## src/logic/pirs_pkg.sv

```systemverilog
`default_nettype none
package pirs_pkg;

    localparam int unsigned PIRS_DATA_W = 8;

    localparam logic [7:0] PIRS_OFS_FLAGS_ONE = 8'h0C;
    localparam logic [7:0] PIRS_OFS_FLAGS_TWO = 8'h0D;
    localparam logic [7:0] PIRS_OFS_ENABLES_TWO = 8'h8D;
    localparam logic [7:0] PIRS_OFS_POWER_CTRL = 8'h8E;

    localparam int unsigned PIRS_BIT_CONV = 6;
    localparam int unsigned PIRS_BIT_SERIAL = 3;
    localparam int unsigned PIRS_BIT_CCP = 2;
    localparam int unsigned PIRS_BIT_TIMER2_COUNT = 1;
    localparam int unsigned PIRS_BIT_TIMER1_COUNT = 0;
    localparam int unsigned PIRS_BIT_LOWV = 7;
    localparam int unsigned PIRS_BIT_BUSCOL = 3;
    localparam int unsigned PIRS_BIT_OSC = 3;
    localparam int unsigned PIRS_BIT_POR = 1;
    localparam int unsigned PIRS_BIT_BOR = 0;

    localparam logic [7:0] PIRS_MASK_FLAGS_ONE = 8'h4F;
    localparam logic [7:0] PIRS_MASK_TWO = 8'h88;
    localparam logic [7:0] PIRS_MASK_POWER = 8'h0B;

    localparam logic [7:0] PIRS_RST_FLAGS = 8'h00;
    localparam logic [7:0] PIRS_RST_ENABLES = 8'h00;
    localparam logic PIRS_RST_OSC = 1'b1;
    localparam logic PIRS_RST_POR = 1'b0;
    localparam logic PIRS_RST_BOR_AT_POR = 1'b0;
    localparam logic [7:0] PIRS_READ_ZERO = 8'h00;

    localparam int unsigned PIRS_INTERNAL_RC_OSC_MODE_FAST_HZ = 4_000_000;
    localparam int unsigned PIRS_SLOW_HZ = 37_000;

    typedef enum logic [2:0] {
        PIRS_OSC_LP = 3'h0,
        PIRS_OSC_XT = 3'h1,
        PIRS_OSC_HS = 3'h2,
        PIRS_OSC_EC = 3'h3,
        PIRS_OSC_INT_RC = 3'h4,
        PIRS_OSC_EXT_RES = 3'h5
    } pirs_osc_mode_t;

    typedef enum logic [1:0] {
        PIRS_SRC_PRIMARY = 2'h0,
        PIRS_SRC_INT_FAST = 2'h1,
        PIRS_SRC_RES_SET = 2'h2,
        PIRS_SRC_SLOW = 2'h3
    } pirs_clk_src_t;

    typedef enum logic [1:0] {
        PIRS_CCP_OFF = 2'h0,
        PIRS_CCP_CAPTURE = 2'h1,
        PIRS_CCP_COMPARE = 2'h2,
        PIRS_CCP_PWM = 2'h3
    } pirs_ccp_mode_t;

    typedef enum logic [2:0] {
        PIRS_SEL_NONE = 3'h0,
        PIRS_SEL_FLAGS_ONE = 3'h1,
        PIRS_SEL_FLAGS_TWO = 3'h2,
        PIRS_SEL_ENABLES_TWO = 3'h3,
        PIRS_SEL_POWER = 3'h4
    } pirs_sel_t;

    typedef struct packed {
        logic [7:0] addr;
        logic [7:0] wdata;
        logic wr;
        logic rd;
    } pirs_req_t;

    typedef struct packed {
        logic xfer_done;
        logic start_done;
        logic stop_done;
        logic restart_done;
        logic ack_done;
        logic idle_start_seen;
        logic bus_collision;
        logic master_tx;
    } pirs_serial_ev_t;

    typedef struct packed {
        logic conv_done;
        logic ccp_capture;
        logic ccp_match;
        logic timer2_match;
        logic timer1_overflow;
        logic low_voltage;
    } pirs_periph_ev_t;

endpackage
`default_nettype wire

```

## src/logic/pirs_bank.sv

```systemverilog
`timescale 1ns/10ps
`default_nettype none
module pirs_bank import pirs_pkg::*; #(
    parameter int unsigned ADDR_W = 8
) (
    input wire logic clk_i,
    input wire logic rst_b_i,
    input wire logic brownout_reset_i,
    input wire logic other_reset_i,
    input wire pirs_req_t req_i,
    input wire pirs_periph_ev_t periph_ev_i,
    input wire pirs_serial_ev_t serial_ev_i,
    input wire pirs_ccp_mode_t ccp_mode_i,
    input wire pirs_osc_mode_t osc_mode_i,
    input wire logic [7:0] peripheral_enables_one_i,
    input wire logic peripheral_irq_gate_i,
    output logic [7:0] rdata_o,
    output logic periph_irq_o,
    output pirs_clk_src_t clk_src_o,
    output logic osc_speed_select_o
);

    generate
        if (ADDR_W != 8) begin : g_bad_addr
            $error("pirs_bank supports an 8-bit register address only");
        end
    endgenerate

    function automatic pirs_sel_t decode(input logic [7:0] a);
        pirs_sel_t s;
        s = PIRS_SEL_NONE;
        if (a == PIRS_OFS_FLAGS_ONE) begin
            s = PIRS_SEL_FLAGS_ONE;
        end else if (a == PIRS_OFS_FLAGS_TWO) begin
            s = PIRS_SEL_FLAGS_TWO;
        end else if (a == PIRS_OFS_ENABLES_TWO) begin
            s = PIRS_SEL_ENABLES_TWO;
        end else if (a == PIRS_OFS_POWER_CTRL) begin
            s = PIRS_SEL_POWER;
        end
        return s;
    endfunction

    logic [7:0] flags_one;
    logic [7:0] flags_two;
    logic [7:0] enables_two;
    logic osc_speed_select;
    logic power_on_status;
    logic brownout_reset_status;
    logic [7:0] set_one;
    logic [7:0] set_two;
    logic serial_set;
    logic ccp_set;
    logic sync_reset;
    pirs_sel_t wsel;
    pirs_sel_t rsel;
    logic [7:0] next_flags_one;
    logic [7:0] next_flags_two;
    logic [7:0] power_view;
    logic [7:0] next_rdata;
    pirs_clk_src_t next_clk_src;

    assign sync_reset = brownout_reset_i | other_reset_i;
    assign wsel = req_i.wr ? decode(req_i.addr) : PIRS_SEL_NONE;
    assign rsel = req_i.rd ? decode(req_i.addr) : PIRS_SEL_NONE;

    // Any completion or master sequence end; master-only events come from the port
    assign serial_set = serial_ev_i.xfer_done | serial_ev_i.start_done
        | serial_ev_i.stop_done | serial_ev_i.restart_done
        | serial_ev_i.ack_done | serial_ev_i.idle_start_seen;

    always_comb begin
        ccp_set = 1'b0;
        unique case (ccp_mode_i)
            PIRS_CCP_CAPTURE: ccp_set = periph_ev_i.ccp_capture;
            PIRS_CCP_COMPARE: ccp_set = periph_ev_i.ccp_match;
            PIRS_CCP_OFF, PIRS_CCP_PWM: ccp_set = 1'b0;
        endcase
    end

    // Sets ignore every enable and the interrupt gate; CCP mode and master_tx still qualify their events
    always_comb begin
        set_one = PIRS_RST_FLAGS;
        set_one[PIRS_BIT_CONV] = periph_ev_i.conv_done;
        set_one[PIRS_BIT_SERIAL] = serial_set;
        set_one[PIRS_BIT_CCP] = ccp_set;
        set_one[PIRS_BIT_TIMER2_COUNT] = periph_ev_i.timer2_match;
        set_one[PIRS_BIT_TIMER1_COUNT] = periph_ev_i.timer1_overflow;
        set_two = PIRS_RST_FLAGS;
        set_two[PIRS_BIT_LOWV] = periph_ev_i.low_voltage;
        set_two[PIRS_BIT_BUSCOL] = serial_ev_i.bus_collision
            & serial_ev_i.master_tx;
    end

    // Set ORed after the write so an event in the write cycle survives
    always_comb begin
        next_flags_one = flags_one;
        next_flags_two = flags_two;
        if (wsel == PIRS_SEL_FLAGS_ONE) begin
            next_flags_one = req_i.wdata;
        end
        if (wsel == PIRS_SEL_FLAGS_TWO) begin
            next_flags_two = req_i.wdata;
        end
        next_flags_one = (next_flags_one | set_one) & PIRS_MASK_FLAGS_ONE;
        next_flags_two = (next_flags_two | set_two) & PIRS_MASK_TWO;
    end

    // No hardware clear path exists, only writes and resets
    always_ff @(posedge clk_i or negedge rst_b_i) begin
        if (!rst_b_i) begin
            flags_one <= PIRS_RST_FLAGS;
            flags_two <= PIRS_RST_FLAGS;
        end else if (sync_reset) begin
            flags_one <= PIRS_RST_FLAGS;
            flags_two <= PIRS_RST_FLAGS;
        end else begin
            flags_one <= next_flags_one;
            flags_two <= next_flags_two;
        end
    end

    always_ff @(posedge clk_i or negedge rst_b_i) begin
        if (!rst_b_i) begin
            enables_two <= PIRS_RST_ENABLES;
        end else if (sync_reset) begin
            enables_two <= PIRS_RST_ENABLES;
        end else if (wsel == PIRS_SEL_ENABLES_TWO) begin
            enables_two <= req_i.wdata & PIRS_MASK_TWO;
        end
    end

    always_ff @(posedge clk_i or negedge rst_b_i) begin
        if (!rst_b_i) begin
            osc_speed_select <= PIRS_RST_OSC;
        end else if (sync_reset) begin
            osc_speed_select <= PIRS_RST_OSC;
        end else if (wsel == PIRS_SEL_POWER) begin
            osc_speed_select <= req_i.wdata[PIRS_BIT_OSC];
        end
    end

    // Brownout and other resets keep the reset-cause bits they did not cause; power-on reset clears both
    always_ff @(posedge clk_i or negedge rst_b_i) begin
        if (!rst_b_i) begin
            power_on_status <= PIRS_RST_POR;
            brownout_reset_status <= PIRS_RST_BOR_AT_POR;
        end else if (brownout_reset_i) begin
            brownout_reset_status <= PIRS_RST_POR;
        end else if (other_reset_i) begin
            power_on_status <= power_on_status;
        end else if (wsel == PIRS_SEL_POWER) begin
            power_on_status <= req_i.wdata[PIRS_BIT_POR];
            brownout_reset_status <= req_i.wdata[PIRS_BIT_BOR];
        end
    end

    always_comb begin
        power_view = PIRS_READ_ZERO;
        power_view[PIRS_BIT_OSC] = osc_speed_select;
        power_view[PIRS_BIT_POR] = power_on_status;
        power_view[PIRS_BIT_BOR] = brownout_reset_status;
    end

    always_comb begin
        next_rdata = PIRS_READ_ZERO;
        unique case (rsel)
            PIRS_SEL_FLAGS_ONE: next_rdata = flags_one;
            PIRS_SEL_FLAGS_TWO: next_rdata = flags_two;
            PIRS_SEL_ENABLES_TWO: next_rdata = enables_two;
            PIRS_SEL_POWER: next_rdata = power_view;
            default: next_rdata = PIRS_READ_ZERO;
        endcase
    end

    // Read data valid only in the cycle after the strobe
    always_ff @(posedge clk_i or negedge rst_b_i) begin
        if (!rst_b_i) begin
            rdata_o <= PIRS_READ_ZERO;
        end else begin
            rdata_o <= next_rdata;
        end
    end

    // Global enable is left to the core
    always_ff @(posedge clk_i or negedge rst_b_i) begin
        if (!rst_b_i) begin
            periph_irq_o <= 1'b0;
        end else begin
            periph_irq_o <= peripheral_irq_gate_i
                & (|(flags_one & peripheral_enables_one_i)
                | |(flags_two & enables_two));
        end
    end

    // Speed bit matters only for the two on-chip-rate modes
    always_comb begin
        next_clk_src = PIRS_SRC_PRIMARY;
        unique case (osc_mode_i)
            PIRS_OSC_INT_RC: next_clk_src = osc_speed_select ? PIRS_SRC_INT_FAST
                : PIRS_SRC_SLOW;
            PIRS_OSC_EXT_RES: next_clk_src = osc_speed_select ? PIRS_SRC_RES_SET
                : PIRS_SRC_SLOW;
            PIRS_OSC_LP, PIRS_OSC_XT, PIRS_OSC_HS, PIRS_OSC_EC:
                next_clk_src = PIRS_SRC_PRIMARY;
            default: next_clk_src = PIRS_SRC_PRIMARY;
        endcase
    end

    always_ff @(posedge clk_i or negedge rst_b_i) begin
        if (!rst_b_i) begin
            clk_src_o <= PIRS_SRC_PRIMARY;
            osc_speed_select_o <= PIRS_RST_OSC;
        end else begin
            clk_src_o <= next_clk_src;
            osc_speed_select_o <= osc_speed_select;
        end
    end

endmodule
`default_nettype wire

```

## config.mk

```make
export PLATFORM = sky130hd
export DESIGN_NAME = pirs_bank
export DESIGN_NICKNAME = d
export VERILOG_FILES = /design/src/logic/pirs_pkg.sv /design/src/logic/pirs_bank.sv
export SDC_FILE = /design/constraint.sdc
export NUM_CORES = 1
export LEC_CHECK = 0
export ABC_AREA = 1
export BUFFER_PORTS_ARGS = -buffer_cell sky130_fd_sc_hd__buf_4
export CAP_MARGIN = 5
export CORE_MARGIN = 1.5
export CORE_UTILIZATION = 25
export CTS_CLUSTER_SIZE = 20
export DETAILED_ROUTE_END_ITERATION = 6
export REMOVE_ABC_BUFFERS = 1
export SKIP_LAST_GASP = 1
export SYNTH_ARGS = -nofsm -noshare
export SYNTH_HDL_FRONTEND = slang
export SYNTH_SLANG_ARGS = --single-unit
```

## constraint.sdc

```tcl
create_clock -name clk_i -period 2.2 [get_ports clk_i]
set_clock_uncertainty 0.15 [all_clocks]
set_input_delay 0 -clock clk_i [delete_from_list [all_inputs] [get_ports clk_i]]
set_output_delay 0 -clock clk_i [all_outputs]
set_load 0.02 [all_outputs]
```

==> flow_summary.yaml <==
final_layout:
  nFillCells: 495
  antennaDiodeCount: 0
  post_layout_nonfiller_instances: 319
  final_common_cell: "buf_4"
  nets: 303
  seqCellArea_um2: 553
  multi_input_area_um2: 578
  final_util: 0.440
  final_cell_mix: "buf_4 (55), nand2_1 (42), dlygate4sd3_1 (32), inv_1 (23), dfrtp_1 (20)"
  syn_to_final_growth_pct: 68.0
  final_area_mm2: 0.00210
  drive_gt1_frac: 0.341
synthesis:
  yosys.area.top_type: "dfrtp_1"
  netlist_area_mm2: 0.00125
  syn_inst: 164
  synth_seq_area_share: 0.442
  ys_ff_latch: 22
  ys_warn_count: 0
  synth_cell_types: 23
  avgSynthCellArea_um2: 7.64
  synth_top_area_frac: 0.400
  ys_top_cells_by_area: "dfrtp_1 (40%), nand2_1 (13%), inv_1 (6.9%), nand3_1 (5.2%), nand2_2 (4.5%)"
pwr:
  p_clk_frac: 0.319
  powerDensity_mw_per_mm2: 424
  p_seq_frac: 0.474
  peakVddDrop_mv: 0.178
  leakage_nw: 1.11
  switching_power_mw: 0.209
  p_int_mw: 0.683
  power.share.switching: 0.234
  combPwrFrac: 0.207
sta:
  setup_tns_ns: 0
  max_clock_freq_ghz: 0.487
  period_share: 0.933
  fin_crit_ns: 2.05
  slew_viol_final: 0
  hold_violations: 0
  setup_viol: 0
  grt_setup_unrepaired: "no"
global_route:
  grt_max_degree: 23
  grt_antenna_before_repair: 0
  overflow: 0
  grt_pass1_wl_um: 5160
  track_usage: 0.121
  grt_pass1_vias: 1273
detailed_routing:
  wl_met3_um: 148
  drcViolationCount: 0
  wirelength_um: 3030
  firstDrtPassIters: 4
  routedWlPerCell_um: 9.50
  detail-route-antenna-nets: 0
  wl_met1_um: 1330
  vias: 1308
  via_per_inst: 4.10
  drt_iter0_markers: 23
  routed.top_layer: "met4"
  wl_met2_um: 1480
setup_path:
  r2r_cells: 6
  worstPathRequired_ns: 2.21
  endpoint_kind: "flop"
  crit_arrival_ns: 2.06
  startpoint_type: "input port"
  critical_path_class: "in2reg"
  crit_fanout: 1
hold_path:
  hold_path.class: "in2async"
die:
  num_io_pins: 62
  fp.coreArea_mm2: 0.00479
  die_w_um: 73.8
  initial_core_util: 0.262
  die_h_um: 73.8
  std_cell_rows: 25
  die_area_mm2: 0.00544
clock_network:
  cts.clk_slew.worst_paths_ns: 0.08
  cts_tree: "built"
  numCtsBuffers: 3
  root_buffer: "clkbuf_8"
  cts.sinks: 22
  cts_buffer_depth: 2
  htreeDepth: 1
  clk_latency_ns: 0.26
  postCtsResizedCells: 0
place:
  io_buffers: 54
  hpwl_um: 2280
  place_area_mm2: 0.00173
  place.gp.congestion: 0.799
  dp_cells: 283
run_status:
  outcome: "finished, final reports clean"
flow_run:
  drv_cap: 0
[registers in the layout, indices dropped and copies added (netlist names)]
name and flops:
power_on_status 1, rdata_o 6, brownout_reset_status 1, flags_one 5, enables_two 2, periph_irq_o 1, flags_two 2, osc_speed_select 1
clk_src_o 2, osc_speed_select_o 1
[synth_stat cells]
cell type / count
nor2_2: 5
clkbuf_1: 1
nand2_1: 42
buf_2: 1
dfstp_2: 2
nand2_2: 9
buf_4: 2
conb_1: 1
dfrtp_1: 20
nand3_1: 13
nand3_2: 1
nand4_1: 6
o21ai_0: 2
a22o_1: 3
nand3b_1: 2
nor2_1: 12
a21oi_1: 6
nor2_4: 5
inv_1: 23
a22oi_2: 1
nor3_1: 2
inv_2: 4
a21boi_0: 1
[layer usage]
layer,global-route usage,vias up
met5,0,-
met4,0.0556,0
met3,0.0137,8
met2,0.221,39
met1,0.140,576
li1,-,685
[power groups by stage]
stage	clock network (mW)	logic, mW	registers [mW]
3_5_place_dp	0	0.145	0.431
6_report	0.285	0.184	0.423
5_1_grt	0.318	0.204	0.425
4_1_cts	0.298	0.185	0.423
3_3_place_gp	0	0.144	0.431
2_1_floorplan	0	0.0517	0.432
[per-stage QoR]
step / worst slack [ns] / power, mW / hold slack, ns
floorplan: 1.17 / 0.484 / -0.446
global placement: 0.997 / 0.574 / -0.242
detailed placement: 0.972 / 0.576 / -0.241
CTS: 0.155 / 0.906 / 0.00525
global route: 0.0129 / 0.946 / 0.0114
finish: 0.147 / 0.892 / 0.00516
[cell type report]
class                      instances  share of cell area
clock buffer                       4              0.0262
inverter                          27              0.0482
tap                               67              0.0398
multi-input combinational        112               0.275
timing repair buffer              87               0.348
sequential                        22               0.263
[repair_timing]
action	in CTS	in global routing
endpoints found under the hold margin	43	0
buffers inserted	0	0
hold buffers	32	0
[worst paths after layout]
path	start	slack (ns)	endpoint
max	serial_ev_i[7]	0.15	flags_one[3]$_DFF_PN0_
min	rst_b_i	0.005	rdata_o[6]$_DFF_PN0_
max reg2reg	flags_one[0]$_DFF_PN0_	0.16	flags_one[0]$_DFF_PN0_
min reg2reg	osc_speed_select$_DFFE_PN1P_	0.24	osc_speed_select_o$_DFF_PN1_
max in group asynchronous	rst_b_i	1.61	osc_speed_select_o$_DFF_PN1_
min in group clk_i	other_reset_i	0.01	flags_one[6]$_DFF_PN0_
[kinds of logic after synthesis]
group                  synth area share
other                           0.00299
and+or+nand+nor                   0.387
buffers and inverters            0.0999
DFF                               0.442
AOI/OAI and AO/OA                0.0689
[worst max-delay path, stage by stage]
cell and delay, ns:
dlygate4sd3_1 0.53, buf_4 0.13, nor3_1 0.15, dlygate4sd3_1 0.56, nand3_1 0.07, nand2_1 0.05
dlygate4sd3_1 0.54, inv_1 0.04
(Power assumes the default switching activity.)
